==> config.mk <==
export PLATFORM = sky130hd
export DESIGN_NAME = lcc_top
export DESIGN_NICKNAME = d
export VERILOG_FILES = /design/src/lcc_pkg.sv /design/src/lcc_top.sv
export VERILOG_INCLUDE_DIRS = /design/src
export SDC_FILE = /design/constraint.sdc
export NUM_CORES = 1
export LEC_CHECK = 0
export BUFFER_PORTS_ARGS = -buffer_cell sky130_fd_sc_hd__buf_4
export CORE_ASPECT_RATIO = 0.9
export CORE_UTILIZATION = 44
export CTS_CLUSTER_DIAMETER = 80
export DETAILED_ROUTE_END_ITERATION = 10
export GPL_TIMING_DRIVEN = 0
export PLACE_DENSITY_LB_ADDON = 0.3
export SYNTH_ARGS = -nofsm -noshare
export SYNTH_HDL_FRONTEND = slang
export SYNTH_SLANG_ARGS = --single-unit
==> constraint.sdc <==
create_clock -name aclk -period 1.6 [get_ports aclk]
set_input_delay 0.08 -clock aclk [delete_from_list [all_inputs] [get_ports aclk]]
set_output_delay 0.08 -clock aclk [all_outputs]
set_load 0.02 [all_outputs]
==> src/lcc_regs.svh <==
// register indexes, reset values and field positions of the line clock block
`ifndef LCC_REGS_SVH
`define LCC_REGS_SVH
`define LCC_ADDR_W 16
`define LCC_IDX_W 12
`define LCC_IDX_CTRL2 12'h0131
`define LCC_IDX_TXPAT 12'h0140
`define LCC_IDX_STATUS 12'h0141
`define LCC_IDX_IRQ_STAT 12'h0142
`define LCC_IDX_IRQ_CLR 12'h0143
`define LCC_IDX_IRQ_EN 12'h0144
`define LCC_CTRL2_RST 8'h00
`define LCC_TXPAT_RST 8'h00
`define LCC_IRQ_RST 2'h0
`define LCC_IRQ_W 2
`define LCC_IRQ_LOC_SET 0
`define LCC_IRQ_LOC_CLR 1
`define LCC_RESP_OKAY 2'h0
`define LCC_RESP_SLVERR 2'h2
`endif

==> src/lcc_pkg.sv <==
// types of the line clock and carrier loss block
package lcc_pkg;
    typedef enum logic [1:0] {
        LCC_REF_12M96,
        LCC_REF_19M44,
        LCC_REF_51M84,
        LCC_REF_77M76
    } lcc_ref_rate_t;

    typedef struct packed {
        logic spare;
        logic tx_enable;
        logic redundant_active;
        logic use_timing_pair;
        logic synth_out_622;
        lcc_ref_rate_t ref_rate;
        logic synth_enable;
    } lcc_ctrl_t;

    typedef struct packed {
        logic pos;
        logic neg;
    } lcc_pair_t;
endpackage : lcc_pkg

==> src/lcc_top.sv <==
// line clock forwarding, carrier loss qualification and axi4-lite registers
// What this block does
// - primary data launches on falling negative clock leg
// - redundant data launches on rising positive leg
// - control byte two selects the clock source and stores synthesizer settings that drive no logic
// - primary carrier loss declares when primary active
// - primary carrier loss ignored when redundant active
// - redundant carrier loss counts only when redundant active
`timescale 1ns/1ps
`include "lcc_regs.svh"
module lcc_top
    import lcc_pkg::*;
(
    input wire logic aclk,
    input wire logic aresetn,
    input wire logic [`LCC_ADDR_W-1:0] s_axi_awaddr,
    input wire logic s_axi_awvalid,
    output logic s_axi_awready,
    input wire logic [31:0] s_axi_wdata,
    input wire logic [3:0] s_axi_wstrb,
    input wire logic s_axi_wvalid,
    output logic s_axi_wready,
    output logic [1:0] s_axi_bresp,
    output logic s_axi_bvalid,
    input wire logic s_axi_bready,
    input wire logic [`LCC_ADDR_W-1:0] s_axi_araddr,
    input wire logic s_axi_arvalid,
    output logic s_axi_arready,
    output logic [31:0] s_axi_rdata,
    output logic [1:0] s_axi_rresp,
    output logic s_axi_rvalid,
    input wire logic s_axi_rready,
    input wire logic synth_reference_in,
    input wire logic tx_timing_source_pos,
    input wire logic carrier_loss_primary_in,
    input wire logic carrier_loss_backup_in,
    output logic primary_fwd_clock_pos,
    output logic primary_fwd_clock_neg,
    output logic redundant_fwd_clock_pos,
    output logic redundant_fwd_clock_neg,
    output logic primary_line_data_pos,
    output logic primary_line_data_neg,
    output logic redundant_line_data_pos,
    output logic redundant_line_data_neg,
    output logic carrier_loss_declared,
    output logic irq
);
    function automatic logic [`LCC_IDX_W-1:0] reg_index(input logic [`LCC_ADDR_W-1:0] a);
        reg_index = a[`LCC_IDX_W+1:2];
    endfunction : reg_index

    lcc_ctrl_t ctrl_r;
    logic [7:0] txpat_r;
    logic [`LCC_IRQ_W-1:0] irq_stat_r, irq_en_r, irq_ev;
    logic [`LCC_ADDR_W-1:0] awaddr_r;
    logic [31:0] wdata_r;
    logic [3:0] wstrb_r;
    logic aw_held_r, w_held_r, do_write;
    logic [`LCC_IRQ_W-1:0] clr_pulse_r;

    // write path: address and data taken in either order
    always_ff @(posedge aclk) begin
        if (!aresetn) begin
            s_axi_awready <= 1'b0;
            s_axi_wready <= 1'b0;
            aw_held_r <= 1'b0;
            w_held_r <= 1'b0;
            awaddr_r <= '0;
            wdata_r <= '0;
            wstrb_r <= '0;
            s_axi_bvalid <= 1'b0;
            s_axi_bresp <= `LCC_RESP_OKAY;
        end else begin
            s_axi_awready <= !aw_held_r && !(s_axi_awvalid && s_axi_awready) && !s_axi_bvalid;
            s_axi_wready <= !w_held_r && !(s_axi_wvalid && s_axi_wready) && !s_axi_bvalid;
            if (s_axi_awvalid && s_axi_awready) begin
                aw_held_r <= 1'b1;
                awaddr_r <= s_axi_awaddr;
            end
            if (s_axi_wvalid && s_axi_wready) begin
                w_held_r <= 1'b1;
                wdata_r <= s_axi_wdata;
                wstrb_r <= s_axi_wstrb;
            end
            if (do_write) begin
                aw_held_r <= 1'b0;
                w_held_r <= 1'b0;
                s_axi_bvalid <= 1'b1;
                s_axi_bresp <= (reg_index(awaddr_r) == `LCC_IDX_CTRL2 ||
                    reg_index(awaddr_r) == `LCC_IDX_TXPAT ||
                    reg_index(awaddr_r) == `LCC_IDX_IRQ_CLR ||
                    reg_index(awaddr_r) == `LCC_IDX_IRQ_EN) ?
                    `LCC_RESP_OKAY : `LCC_RESP_SLVERR;
            end else if (s_axi_bvalid && s_axi_bready) begin
                s_axi_bvalid <= 1'b0;
            end
        end
    end
    assign do_write = aw_held_r && w_held_r && !s_axi_bvalid;

    // register stores
    always_ff @(posedge aclk) begin
        if (!aresetn) begin
            ctrl_r <= lcc_ctrl_t'(`LCC_CTRL2_RST);
            txpat_r <= `LCC_TXPAT_RST;
            irq_en_r <= `LCC_IRQ_RST;
            clr_pulse_r <= `LCC_IRQ_RST;
        end else begin
            clr_pulse_r <= `LCC_IRQ_RST;
            if (do_write && wstrb_r[0]) begin
                if (reg_index(awaddr_r) == `LCC_IDX_CTRL2) begin
                    ctrl_r <= lcc_ctrl_t'(wdata_r[7:0]);
                end else if (reg_index(awaddr_r) == `LCC_IDX_TXPAT) begin
                    txpat_r <= wdata_r[7:0];
                end else if (reg_index(awaddr_r) == `LCC_IDX_IRQ_CLR) begin
                    clr_pulse_r <= wdata_r[`LCC_IRQ_W-1:0];
                end else if (reg_index(awaddr_r) == `LCC_IDX_IRQ_EN) begin
                    irq_en_r <= wdata_r[`LCC_IRQ_W-1:0];
                end
            end
        end
    end

    // read path
    logic [31:0] rd_word;
    logic rd_hit;
    logic los_p_s, los_b_s, loc_r;
    always_comb begin
        rd_word = 32'h0000_0000;
        rd_hit = 1'b1;
        if (reg_index(s_axi_araddr) == `LCC_IDX_CTRL2) begin
            rd_word[7:0] = ctrl_r;
        end else if (reg_index(s_axi_araddr) == `LCC_IDX_TXPAT) begin
            rd_word[7:0] = txpat_r;
        end else if (reg_index(s_axi_araddr) == `LCC_IDX_STATUS) begin
            rd_word[2:0] = {los_b_s, los_p_s, loc_r};
        end else if (reg_index(s_axi_araddr) == `LCC_IDX_IRQ_STAT) begin
            rd_word[`LCC_IRQ_W-1:0] = irq_stat_r;
        end else if (reg_index(s_axi_araddr) == `LCC_IDX_IRQ_EN) begin
            rd_word[`LCC_IRQ_W-1:0] = irq_en_r;
        end else if (reg_index(s_axi_araddr) == `LCC_IDX_IRQ_CLR) begin
            rd_word = 32'h0000_0000;
        end else begin
            rd_hit = 1'b0;
        end
    end

    always_ff @(posedge aclk) begin
        if (!aresetn) begin
            s_axi_arready <= 1'b0;
            s_axi_rvalid <= 1'b0;
            s_axi_rdata <= 32'h0000_0000;
            s_axi_rresp <= `LCC_RESP_OKAY;
        end else begin
            s_axi_arready <= !s_axi_rvalid && !(s_axi_arvalid && s_axi_arready);
            if (s_axi_arvalid && s_axi_arready) begin
                s_axi_rvalid <= 1'b1;
                s_axi_rdata <= rd_word;
                s_axi_rresp <= rd_hit ? `LCC_RESP_OKAY : `LCC_RESP_SLVERR;
            end else if (s_axi_rvalid && s_axi_rready) begin
                s_axi_rvalid <= 1'b0;
            end
        end
    end

    // synchronisers for every pin from outside the aclk domain
    logic [1:0] ref_sync_r, tpair_sync_r, los_p_sync_r, los_b_sync_r;
    always_ff @(posedge aclk) begin
        if (!aresetn) begin
            ref_sync_r <= 2'h0;
            tpair_sync_r <= 2'h0;
            los_p_sync_r <= 2'h0;
            los_b_sync_r <= 2'h0;
        end else begin
            ref_sync_r <= {ref_sync_r[0], synth_reference_in};
            tpair_sync_r <= {tpair_sync_r[0], tx_timing_source_pos};
            los_p_sync_r <= {los_p_sync_r[0], carrier_loss_primary_in};
            los_b_sync_r <= {los_b_sync_r[0], carrier_loss_backup_in};
        end
    end
    assign los_p_s = los_p_sync_r[1];
    assign los_b_s = los_b_sync_r[1];

    // line clock source: timing pair or reference input, always taken directly
    logic src_lvl, src_d_r, src_rise, src_fall;
    assign src_lvl = ctrl_r.use_timing_pair ? tpair_sync_r[1] : ref_sync_r[1];
    always_ff @(posedge aclk) begin
        if (!aresetn) begin
            src_d_r <= 1'b0;
        end else begin
            src_d_r <= src_lvl;
        end
    end
    assign src_rise = src_lvl && !src_d_r;
    assign src_fall = !src_lvl && src_d_r;

    // forwarded clocks and data launch
    lcc_pair_t pfwd_r, rfwd_r;
    logic [2:0] bit_idx_r;
    logic data_r;
    always_ff @(posedge aclk) begin
        if (!aresetn) begin
            pfwd_r <= '{pos: 1'b0, neg: 1'b1};
            rfwd_r <= '{pos: 1'b0, neg: 1'b1};
        end else if (src_rise) begin
            pfwd_r <= '{pos: 1'b1, neg: 1'b0};
            rfwd_r <= '{pos: 1'b1, neg: 1'b0};
        end else if (src_fall) begin
            pfwd_r <= '{pos: 1'b0, neg: 1'b1};
            rfwd_r <= '{pos: 1'b0, neg: 1'b1};
        end
    end

    // data moves only with the falling negative / rising positive legs
    always_ff @(posedge aclk) begin
        if (!aresetn) begin
            bit_idx_r <= 3'h0;
            data_r <= 1'b0;
        end else if (src_rise) begin
            data_r <= ctrl_r.tx_enable & txpat_r[bit_idx_r];
            bit_idx_r <= bit_idx_r + 3'h1;
        end
    end
    assign primary_fwd_clock_pos = pfwd_r.pos;
    assign primary_fwd_clock_neg = pfwd_r.neg;
    assign redundant_fwd_clock_pos = rfwd_r.pos;
    assign redundant_fwd_clock_neg = rfwd_r.neg;
    assign primary_line_data_pos = data_r;
    assign redundant_line_data_pos = data_r;
    logic data_n_r;
    always_ff @(posedge aclk) begin
        if (!aresetn) begin
            data_n_r <= 1'b1;
        end else if (src_rise) begin
            data_n_r <= !(ctrl_r.tx_enable & txpat_r[bit_idx_r]);
        end
    end
    assign primary_line_data_neg = data_n_r;
    assign redundant_line_data_neg = data_n_r;

    // carrier loss qualified by the active port
    always_ff @(posedge aclk) begin
        if (!aresetn) begin
            loc_r <= 1'b0;
        end else begin
            loc_r <= ctrl_r.redundant_active ? los_b_s : los_p_s;
        end
    end
    assign carrier_loss_declared = loc_r;

    // interrupt: sticky events, set wins over clear
    assign irq_ev = {!(ctrl_r.redundant_active ? los_b_s : los_p_s) && loc_r,
                     (ctrl_r.redundant_active ? los_b_s : los_p_s) && !loc_r};
    logic irq_r;
    always_ff @(posedge aclk) begin
        if (!aresetn) begin
            irq_stat_r <= `LCC_IRQ_RST;
            irq_r <= 1'b0;
        end else begin
            irq_stat_r <= (irq_stat_r & ~clr_pulse_r) | irq_ev;
            irq_r <= |(((irq_stat_r & ~clr_pulse_r) | irq_ev) & irq_en_r);
        end
    end
    assign irq = irq_r;
endmodule : lcc_top

== After elaboration in Yosys (flattened, before gate mapping) ==
Cells that the tools add are included.
Word-level totals
  bits in registers: 82
  input port bits: 79
  output and inout bits: 51
  word-level logic and storage cells: 122
Cells by class
  add/sub/neg operators: 1
  $lt $le $gt $ge: 1
  eq/ne operators: 10
  multiplexer cells: 23
  bitwise logic cells: 10
  reductions and logical operators: 41
Operator list (number)
  equality test 12 x 9 -> 1 bit, second input constant: 10
  logical AND 1 bit: 17
  2-to-1 mux 8 bit: 2
  2-to-1 mux 1 bit: 13
  zero test 1 bit: 12
  2-to-1 mux 2 bit: 6
  nonzero test 2 bit: 3
  inverter 1 bit: 5
  AND reduction 5 bit: 1
  OR reduction 5 bit: 1
  AND 2 bit: 2
  less-than comparator 3 x 4 -> 1 bit, second input constant: 1
  OR reduction 2 bit: 2
  adder 3 x 1 -> 3 bit, second input constant: 1
  binary-select mux 1 bit (select 3 bit): 1
  logical OR 1 bit: 3
  2-to-1 mux 3 bit: 1
  AND reduction 3 bit: 1
  inverter 2 bit: 1
  bitwise OR 2 bit: 1
  AND reduction 2 bit: 1
  AND 1 bit: 1

== Longest topological paths before layout ==
Gate-level depths: netlist of the first run.
  word-level depth: 8
  mapped depth: 7

== Worst setup path before layout of the first run ==
Ideal clock, no wire load.
  kind: reg-to-reg
  from: reg s_axi_bvalid
  to: reg txpat_r[6]
  setup time: 117 ps
  data arrival time: 1528 ps
  data required time: 1483 ps
  slack: -45 ps
  stages on the path, launching flop included: 8
  path buffers: 2
  clock period less this slack: 1645 ps
  cell sequence: dfxtp_1 -> and3b_1 -> nand4_1 -> or3_1 -> buf_2 -> buf_6 -> nand3_1 -> o21ai_1
On the way
  word-level cells in the longest chain between the ends: 4
RTL lines
  start: declaration: RTL line lcc_top.sv:24  | output logic s_axi_bvalid,
  start signal: assignment: RTL line lcc_top.sv:71  | s_axi_bvalid <= 1'b0;
  start signal: assignment: RTL line lcc_top.sv:88  | s_axi_bvalid <= 1'b1;
  start signal: assignment: RTL line lcc_top.sv:95  | s_axi_bvalid <= 1'b0;
  zero test 1 bit: RTL line lcc_top.sv:99  | assign do_write = aw_held_r && w_held_r && !s_axi_bvalid;
  logical AND 1 bit: RTL line lcc_top.sv:99
  logical AND 1 bit: RTL line lcc_top.sv:110  | if (do_write && wstrb_r[0]) begin
  AND reduction 3 bit (no line)
  end signal: assignment: RTL line lcc_top.sv:105  | txpat_r <= `LCC_TXPAT_RST;
  end signal: assignment: RTL line lcc_top.sv:114  | txpat_r <= wdata_r[7:0];
  end: declaration: RTL line lcc_top.sv:53  | logic [7:0] txpat_r;
Every way passes these cells.
A chain may end at the register's enable or synchronous reset.

== Worst setup path after layout of the first run ==
  from: reg awaddr_r[9]
  to: reg txpat_r[6]
On the way
  word-level cells in the longest chain between the ends: 3
  elaborated cells between the ends (all ways): 4
  classes of those cells: eq/ne: 2; bitwise: 1; reduce/logical: 1
RTL lines
  start: declaration: RTL line lcc_top.sv:55  | logic [`LCC_ADDR_W-1:0] awaddr_r;
  start signal: assignment: RTL line lcc_top.sv:78  | awaddr_r <= s_axi_awaddr;
  equality test 12 x 9 -> 1 bit (no line)
  inverter 1 bit (no line)
  AND reduction 3 bit (no line) *
Every way passes the cells marked *; elsewhere a longest branch is shown, timed or not.

==> results of run 1 <==
-- through the flow --
step	power, uW	setup TNS, ns	setup slack (ns)	util, %
finish	4000	-0.816	-0.110	64.6
CTS	4000	-1.24	-0.170	63.8
global placement	2510	-1.89	-0.195	56.3
floorplan	2350	0	0.00764	-
detailed placement	2520	-3.16	-0.247	56.3
global route	4160	-2.25	-0.182	64.6
-- path summary, 6_finish.rpt --
check | to | startpoint | slack (ns)
max | txpat_r[6] | awaddr_r[9] | -0.11
min | wdata_r[7] | s_axi_wdata[7] | 0.004
max reg2reg | txpat_r[6] | awaddr_r[9] | -0.11
min reg2reg | los_b_sync_r[1] | los_b_sync_r[0] | 0.43
-- power groups by stage --
stage	registers (uW)	logic [uW]	clock network, uW
final	2050	480	1480
after global routing	2050	525	1580
after CTS	2040	472	1490
after detailed placement	2090	429	0
after global placement	2090	420	0
after floorplan	2090	260	0
-- repair_timing --
item | in CTS | in global routing
gates cloned | 1 | 0
pin swaps | 5 | 5
setup buffers | 6 | 2
gates resized for setup | 18 | 16
endpoints found under the setup margin | 19 | 18
hold buffers | 21 | 0
endpoints found under the hold margin | 21 | 0
-- state kept, by name (all words and copies together), names as in the netlist, 2 cells and up --
| name | count |
|---|---|
| awaddr_r | 12 |
| bit_idx_r | 3 |
| clr_pulse_r | 2 |
| ctrl_r | 8 |
| irq_en_r | 2 |
| irq_stat_r | 2 |
| los_b_sync_r | 2 |
| los_p_sync_r | 2 |
| ref_sync_r | 2 |
| s_axi_rdata | 8 |
| tpair_sync_r | 2 |
| txpat_r | 8 |
| wdata_r | 8 |
-- critical path, delay by kind of cell, from the launching register on --
kind,cells,cell delay [ns]
simple gates,4,0.90
flops,1,0.34
buf+inv,2,0.29
compound gates,1,0.07
-- per-layer routing --
layer | vias to the layer above | part of all wire (%)
met4 | 0 | 1.1
li1 | 1507 | -
met3 | 10 | 6.9
met2 | 113 | 46
met5 | - | 0
met1 | 1381 | 46
-- cell type report --
| class | count | area, um2 | share of cell area [%] |
|---|---|---|---|
| multi-input combinational | 272 | 1580 | 34.1 |
| sequential | 78 | 1570 | 33.9 |
| timing repair buffer | 96 | 808 | 17.5 |
| buffer | 46 | 312 | 6.75 |
| clock buffer | 12 | 155 | 3.36 |
| tap | 93 | 116 | 2.52 |
| clock inverter | 4 | 45.0 | 0.976 |
| inverter | 10 | 37.5 | 0.813 |
-- kinds of logic (layout without fill, tap and decap cells) --
| group | Yosys count | count (layout) | share of synthesized area (%) |
|---|---|---|---|
| flip-flops | 78 | 78 | 47.1 |
| AND/OR/NAND/NOR | 162 | 162 | 23.6 |
| adder cells (fa/ha/maj) | 2 | 2 | 0.755 |
| multiplexers | 8 | 8 | 3.25 |
| AO/OA/AOI/OAI | 72 | 72 | 14.4 |
| other | 1 | 26 | 0.113 |
| buffers and inverters | 57 | 168 | 10.2 |
| XOR/XNOR | 2 | 2 | 0.529 |
-- cell usage after synthesis (5+ instances only) --
| master | number | share of area (%) |
|---|---|---|
| dfxtp_1 | 78 | 47 |
| nand2_1 | 77 | 8.7 |
| buf_4 | 30 | 6.8 |
| nand3_1 | 26 | 3.9 |
| a21boi_0 | 21 | 4.8 |
| o21ai_0 | 20 | 3.0 |
| and2_1 | 15 | 2.8 |
| clkbuf_1 | 13 | 1.5 |
| nor2_1 | 11 | 1.2 |
| inv_1 | 10 | 1.1 |
| nor2b_1 | 9 | 1.7 |
| nor3_1 | 8 | 1.2 |
| o21ai_1 | 8 | 1.2 |
| a222oi_1 | 5 | 1.5 |
==> flow_summary_export.csv, run 1 <==
group,metric,value,unit
placement,io_buffer_count,66,
job,max-cap-violations,0,
power_and_ir_drop,comb_power_share,12.0,%
placement,dp_hpwl,5430,um
power_and_ir_drop,power_frac_seq,51.1,%
global_routing,grt_use_met2,32.6,%
power_and_ir_drop,power.density,867,nW/um2
global_routing,gr-total-overflow,0,
run_status,violations,"negative setup slack",
cts,cts.sinks,78,
die,num_rows,29,
min_path,hold_class,"in -> reg",
logic_synthesis,yosysWarnings,0,
global_routing,grtUsageTotal,20.2,%
timing,relSlewSlack,54.2,%
logic_synthesis,async_flop_share,0,%
setup_path,max_stage_delay,0.36,ns
setup_path,reg2reg_depth,7,
cells_and_area,syn2layout_area_growth,39.4,%
die,die_area,7880,um2
power_and_ir_drop,intPower,3030,uW
power_and_ir_drop,swShare,24.2,%
logic_synthesis,synth_area_per_cell,8.67,um2
setup_path,end_kind,"flop",
logic_synthesis,synth_seq_cells,78,
cts,path_clk_slew,0.08,ns
cells_and_area,finalNetCount,594,
power_and_ir_drop,ir_worst_vdd,0.000418,V
die,die_w,93.5,um
cts,clockBufferDepth,2,
setup_path,cp.arrival,1.94,ns
logic_synthesis,ys.flop_type,"dfxtp_1",
die,die_height,84.3,um
timing,maxSlewViolCount,0,
global_routing,grt_pass1_vias,2656,
timing,hold_viol_final,0,
setup_path,critical_path.slowest_cell,"or3_1",
timing,whs,0.00394,ns
timing,timing.final.ws_setup,-0.110,ns
run_status,outcome,"complete, but fails checks",
timing,finalCriticalPeriod,1.71,ns
cells_and_area,nFillCells,597,
timing,min_period_over_period,107,%
timing,worstMarginPinSlew,0.686,ns
global_routing,grt_first_pass_wirelength,12400,um
global_routing,antenna_found_initial,0,
global_routing,grtUsageMet1,26.1,%
detailed_routing,viasPerCell,4.93,
setup_path,cp_data_required_time,1.83,ns
setup_path,start_kind,"flop",
logic_synthesis,syn_inst,382,
logic_synthesis,ys_seq_area_share,47.1,%
die,start_util,46.3,%
cts,root_buffer,"clkbuf_8",
placement,finalWeightedCongestion,0.841,
detailed_routing,num_vias,3011,
timing,clock_skew,0.0110,ns
timing,rsz0062_at_grt,"yes",
timing,setup_violations,11,
placement,placed_area,4020,um2
die,core-area,7150,um2
timing,fmax,0.585,GHz
cts,clk_latency,0.35,ns
cells_and_area,antennaDiodeCount,0,
detailed_routing,ant_nets,0,
detailed_routing,dr.pass1.iters,4,
cts,cts_tree,"yes",
setup_path,crit_chain,"nor4b_4 -> nand4_1 -> or3_1 -> buf_6 -> buf_8 -> nand3_2 -> o21ai_1",
cells_and_area,drive_gt1_share,28.6,%
power_and_ir_drop,p_sw,969,uW
detailed_routing,drtIter0Drc,189,
placement,dp.cells,566,
logic_synthesis,synth-edff-count,0,
logic_synthesis,synth_cell_types,47,
detailed_routing,drc,0,
detailed_routing,detail_route.wl_per_cell,12.8,um
cells_and_area,layout.cells.most_common_list,"buf_4 (100), nand2_1 (77), dfxtp_1 (74)",
setup_path,crit_type,"reg -> reg",
cts,htree_num_levels,3,
cells_and_area,stdcell_area,4620,um2
logic_synthesis,syn_area,3310,um2
global_routing,use_met3,3.99,%
cells_and_area,final_cells,611,
min_path,whs_path_depth,3,
die,io_pins,130,
detailed_routing,wirelength,7800,um
global_routing,grt_start_max_net_pins,13,
cells_and_area,layout_commonest_cell,"buf_4",
cts,cts-buffers-inserted,9,
power_and_ir_drop,leakagePower,0.00196,uW
global_routing,grt.busiest_layer,"met2",
setup_path,critPathMaxFanout,5,
power_and_ir_drop,clkPwrFrac,36.9,%
Power figures use the tool's default switching activity.
==> run 2, diff against run 1 <==
ABC_AREA = 1   (was not set)
CORE_UTILIZATION = 49   (was 44)
clock period = 1.9 ns   (was 1.6 ns; I/O delays follow)
==> flow_summary_export.csv, run 2 <==
group,metric,value,unit
min_path,min_from,"s_axi_wdata[2]",
setup_path,reg2reg_setup_slack,0.40,ns
cells_and_area,regMostFlops,"awaddr_r",
setup_path,critPathMaxFanout,9,
setup_path,reg2reg_depth,7,
timing,setup_tns,0,ns
timing,maxSlewViolCount,0,
logic_synthesis,yosysMostFrequentCell,"nand2_1",
setup_path,cp_common_cell,"nor2_1",
power_and_ir_drop,leakagePower,0.00212,uW
cts,cts.sinks,78,
cells_and_area,layout_commonest_cell,"buf_4",
timing,min_period_over_period,79.2,%
logic_synthesis,yosysWarnings,0,
min_path,hold_class,"in -> reg",
job,max-cap-violations,0,
logic_synthesis,syn_inst,471,
logic_synthesis,syn_area,3470,um2
global_routing,gr-total-overflow,0,
logic_synthesis,yosysTopAreaCell,"dfxtp_1",
global_routing,antenna_found_initial,0,
setup_path,path_depth,7,
timing,worstMarginPinSlew,0.527,ns
die,die_area,7430,um2
cells_and_area,finalNetCount,665,
timing,timing.final.ws_setup,0.395,ns
timing,setup_violations,0,
cells_and_area,drive_gt1_share,21.8,%
die,die_height,81.9,um
timing,fmax,0.665,GHz
setup_path,path_buf_inv,0,
detailed_routing,drc,0,
setup_path,max_stage_delay,0.33,ns
logic_synthesis,synth_area_per_cell,7.37,um2
global_routing,grt_first_pass_wirelength,12700,um
logic_synthesis,ys_seq_area_share,45.0,%
timing,clock_skew,0.0111,ns
logic_synthesis,yosysTopAreaCellShare,45.0,%
detailed_routing,detail_route.wl_per_cell,11.4,um
placement,pre_cts_slack,0.437,ns
min_path,whs_path_depth,3,
power_and_ir_drop,power.density,812,nW/um2
cts,cts-buffers-inserted,9,
cells_and_area,syn2layout_area_growth,30.0,%
placement,dp_hpwl,5750,um
logic_synthesis,yosys-top-cells-area,"dfxtp_1 (45%), nand2_1 (8.8%), nor2_1 (6.7%)",
run_status,outcome,"complete, no violations",
global_routing,grt_pass1_vias,2863,
setup_path,cp_data_required_time,2.17,ns
detailed_routing,num_vias,3250,
die,die_w,90.7,um
logic_synthesis,synth_cell_types,30,
cells_and_area,antennaDiodeCount,0,
setup_path,crit_type,"reg -> reg",
detailed_routing,wirelength,7720,um
global_routing,grtUsageTotal,21.8,%
timing,whs,0.00910,ns
setup_path,crit_chain,"nor2_1 -> nand3_1 -> nor2_1 -> nand2_2 -> nor2_4 -> nor2_1 -> nor3_1",
detailed_routing,dr.pass1.iters,5,
cts,cts_resized,0,
logic_synthesis,synth_seq_cells,78,
setup_path,r2r_start,"awaddr_r[6]",
min_path,min_to,"wdata_r[2]",
die,num_rows,28,
timing,finalCriticalPeriod,1.50,ns
die,io_pins,130,
cells_and_area,layout.cells.most_common_list,"buf_4 (98), nand2_1 (81), dfxtp_1 (78)",
logic_synthesis,synth-edff-count,0,
setup_path,end_kind,"flop",
cts,root_buffer,"clkbuf_8",
die,start_util,51.6,%
setup_path,cp.arrival,1.77,ns
detailed_routing,ant_nets,0,
logic_synthesis,synthTopCellsByCount,"nand2_1 (81), dfxtp_1 (78), nor2_1 (62)",
logic_synthesis,ys.flop_type,"dfxtp_1",
global_routing,grt_start_max_net_pins,13,
placement,finalWeightedCongestion,0.899,
cts,clockBufferDepth,2,
cts,htree_num_levels,3,
setup_path,start_kind,"flop",
timing,rsz0062_at_grt,"no",
setup_path,worst_path_dominant_cell_family,"simple AND/OR/NAND/NOR gates",
cts,path_clk_slew,0.08,ns
logic_synthesis,async_flop_share,0,%
placement,io_buffer_count,68,
timing,hold_viol_final,0,
power_and_ir_drop,ir_worst_vdd,0.000434,V
setup_path,critical_path.slowest_cell,"dfxtp_1",
timing,relSlewSlack,64.8,%
cts,clk_latency,0.35,ns
detailed_routing,viasPerCell,4.79,
detailed_routing,drtIter0Drc,165,
cells_and_area,largest_reg_flops,12,
die,core-area,6730,um2
setup_path,r2r_end,"txpat_r[4]",
cts,cts_tree,"yes",
[run 2: worst min-delay path, delay by kind of cell]
family	cells	cell delay, ns
simple gates	1	0.08
buf+inv	1	0.08
compound gates	1	0.07
[run 2: layer usage]
metal | routed length (um) | vias to the layer above | track usage [%]
met1 | 3630 | 1419 | 27.4
li1 | - | 1694 | -
met2 | 3430 | 120 | 36.7
met4 | 138 | 0 | 9.68
met3 | 515 | 17 | 4.17
met5 | 0 | - | 0
[run 2: worst max path at each step]
stage | startpoint | endpoint | slack (ns)
after CTS | awaddr_r[6] | txpat_r[4] | 0.40
after floorplan | s_axi_bvalid | txpat_r[0] | 0.63
final | awaddr_r[6] | txpat_r[4] | 0.40
after global placement | s_axi_bvalid | ctrl_r[7] | 0.48
after global routing | awaddr_r[6] | txpat_r[3] | 0.22
after detailed placement | awaddr_r[6] | txpat_r[4] | 0.44
[run 2: layout make-up]
type                       count  area, um2
inverter                      62        233
fill                         590       2210
timing repair buffer          77        601
clock inverter                 4       95.1
sequential                    78       1560
multi-input combinational    316       1500
buffer                        40        270
clock buffer                  11        141
tap                           90        113
[run 2: cells by family (layout without fill, tap and decap cells)]
kind of cell / Yosys count / in the layout / share of synthesized area [%]
AND/OR/NAND/NOR: 207 / 207 / 26.9
buffers and inverters: 102 / 194 / 14.5
AO/OA/AOI/OAI: 81 / 81 / 12.9
flip-flops: 78 / 78 / 45.0
adder cells (fa/ha/maj): 2 / 2 / 0.720
other: 1 / 26 / 0.108
[run 2: report_power, final]
group	switching [uW]	internal [uW]
combinational	251	197
sequential	42.3	1700
clock	577	900
[run 2: per-stage QoR]
step	total power, uW	utilization, %	cells	area [um2]
3_3_place_gp	2190	62.3	654	4190
3_5_place_dp	2210	62.3	654	4190
2_1_floorplan	2050	-	496	3570
6_report	3670	67.2	678	4520
5_1_grt	3820	67.2	678	4520
4_1_cts	3680	67.2	678	4520
[run 2: repair_timing]
action | 4_1_cts | 5_1_grt
hold buffers | 9 | 0
endpoints found under the hold margin | 9 | 0
setup buffers | 0 | 0
==> run 3, diff against run 2 <==
CORE_UTILIZATION = 44   (was 49)
clock period = 1.22 ns   (was 1.9 ns; I/O delays follow)
==> flow_summary_export.csv, run 3 (synthesis gave the netlist of run 2 again) <==
group,metric,value,unit
power_and_ir_drop,leakagePower,0.00226,uW
setup_path,cp_data_required_time,1.49,ns
die,core-area,7580,um2
cts,root_buffer,"clkbuf_8",
global_routing,grt_first_pass_wirelength,13500,um
setup_path,startpoint,"awaddr_r[6]",
global_routing,antenna_found_initial,0,
power_and_ir_drop,comb_power_share,15.6,%
cts,clk_latency,0.35,ns
run_status,violations,"negative setup slack",
detailed_routing,dr.pass1.iters,5,
cells_and_area,layout_commonest_cell,"buf_4",
cells_and_area,layout.cells.most_common_list,"buf_4 (114), nand2_1 (76), dfxtp_1 (69)",
placement,dp_hpwl,5830,um
cells_and_area,nFillCells,628,
power_and_ir_drop,p_sw,1450,uW
cts,cts.sinks,78,
die,die_height,86.3,um
timing,finalCriticalPeriod,1.39,ns
timing,clock_skew,0.00919,ns
cells_and_area,multi_input_area,1710,um2
cells_and_area,seq_area,1580,um2
timing,hold_viol_final,0,
timing,maxSlewViolCount,0,
setup_path,crit_chain,"nor2_4 -> nand3_4 -> nor2_4 -> nand2_4 -> nor2_4 -> nor2_1 -> nor3_2",
power_and_ir_drop,ir_worst_vdd,0.000572,V
placement,io_buffer_count,68,
setup_path,r2r_start,"awaddr_r[6]",
timing,relSlewSlack,58.1,%
min_path,hold_class,"in -> reg",
power_and_ir_drop,intPower,3850,uW
cells_and_area,regMostFlops,"awaddr_r",
power_and_ir_drop,power.density,1070,nW/um2
setup_path,critical_path.slowest_cell,"dfxtp_2",
setup_path,worst_path_dominant_cell_family,"simple AND/OR/NAND/NOR gates",
cells_and_area,largest_reg_flops,12,
run_status,outcome,"complete, but fails checks",
power_and_ir_drop,clkPwrFrac,33.0,%
cells_and_area,drive_gt1_share,32.2,%
cts,clockBufferDepth,2,
timing,fmax,0.720,GHz
cells_and_area,antennaDiodeCount,0,
die,die_area,8250,um2
cts,path_clk_slew,0.07,ns
global_routing,grt_pass1_vias,3089,
placement,dp.cells,660,
setup_path,max_stage_delay,0.35,ns
cts,htree_num_levels,3,
detailed_routing,ant_nets,0,
setup_path,crit_type,"reg -> reg",
setup_path,critPathMaxFanout,8,
cts,cts_tree,"yes",
detailed_routing,num_vias,3413,
timing,rsz0062_at_grt,"yes",
power_and_ir_drop,power_frac_seq,51.4,%
min_path,min_from,"s_axi_awaddr[8]",
timing,min_period_over_period,114,%
detailed_routing,drtIter0Drc,180,
die,num_rows,30,
detailed_routing,viasPerCell,4.78,
detailed_routing,wirelength,8700,um
detailed_routing,drc,0,
power_and_ir_drop,swShare,27.3,%
global_routing,gr-total-overflow,0,
die,io_pins,130,
setup_path,start_kind,"flop",
setup_path,cp_common_cell,"nor2_4",
die,start_util,45.8,%
detailed_routing,detail_route.wl_per_cell,12.2,um
timing,worstMarginPinSlew,0.629,ns
timing,timing.final.ws_setup,-0.168,ns
timing,whs,0.0120,ns
setup_path,path_buf_inv,0,
placement,finalWeightedCongestion,0.832,
global_routing,grtUsageTotal,21.2,%
global_routing,grt_start_max_net_pins,13,
timing,setup_violations,19,
cells_and_area,final_cells,714,
setup_path,end_kind,"flop",
placement,pre_cts_slack,-0.208,ns
cts,cts-buffers-inserted,9,
setup_path,cp.arrival,1.66,ns
job,max-cap-violations,0,
cells_and_area,syn2layout_area_growth,42.7,%
die,die_w,95.7,um
cells_and_area,final_util,65.3,%
cells_and_area,finalNetCount,695,
[run 3: power by group through the flow]
stage | combinational, uW | clock, uW | sequential (uW)
2_1_floorplan | 409 | 0 | 2780
3_3_place_gp | 655 | 0 | 2760
3_5_place_dp | 669 | 0 | 2770
4_1_cts | 774 | 1760 | 2710
5_1_grt | 910 | 1860 | 2740
6_report | 827 | 1750 | 2730
[run 3: worst min-delay path: cells and delay by family]
kind / cells / cell delay, ns
buffers and inverters: 1 / 0.08
AOI/OAI and AO/OA: 2 / 0.18
[run 3: worst paths after layout]
| check | slack (ns) | depth (start not counted) | end |
|---|---|---|---|
| min | 0.01 | 3 | awaddr_r[8] |
| min reg2reg | 0.41 | 2 | tpair_sync_r[1] |
| max | -0.17 | 7 | txpat_r[5] |
| max reg2reg | -0.17 | 7 | txpat_r[5] |
[run 3: repair_timing]
| item | 4_1_cts | 5_1_grt |
|---|---|---|
| endpoints found under the setup margin | 26 | 33 |
| setup buffers | 7 | 10 |
| cloned | 1 | 0 |
| pin swaps | 13 | 19 |
| hold endpoints to repair | 21 | 0 |
| hold buffers | 21 | 0 |
| resized for setup | 38 | 42 |
[run 3: per-stage QoR]
| stage | area (um2) | setup TNS (ns) | total power (uW) |
|---|---|---|---|
| global route | 4950 | -4.03 | 5500 |
| detailed placement | 4200 | -4.84 | 3440 |
| finish | 4950 | -2.38 | 5300 |
| CTS | 4770 | -1.87 | 5250 |
| floorplan | 3570 | 0 | 3190 |
| global placement | 4200 | -3.91 | 3420 |
[run 3: routing by layer]
metal | wire length (um) | part of all wire (%) | track usage [%] | vias to the layer above
met2 | 3970 | 46 | 34.0 | 129
met4 | 171 | 2.0 | 11.4 | 0
met5 | 0 | 0 | 0 | -
li1 | - | - | - | 1755
met1 | 3890 | 45 | 27.0 | 1516
met3 | 669 | 7.7 | 3.95 | 13
[run 3: layout make-up]
type,instances,share of cell area [%]
clock inverter,4,0.455
multi-input combinational,317,34.6
clock buffer,11,3.06
sequential,78,31.8
tap,96,2.42
buffer,40,5.48
timing repair buffer,106,17.2
inverter,62,4.97
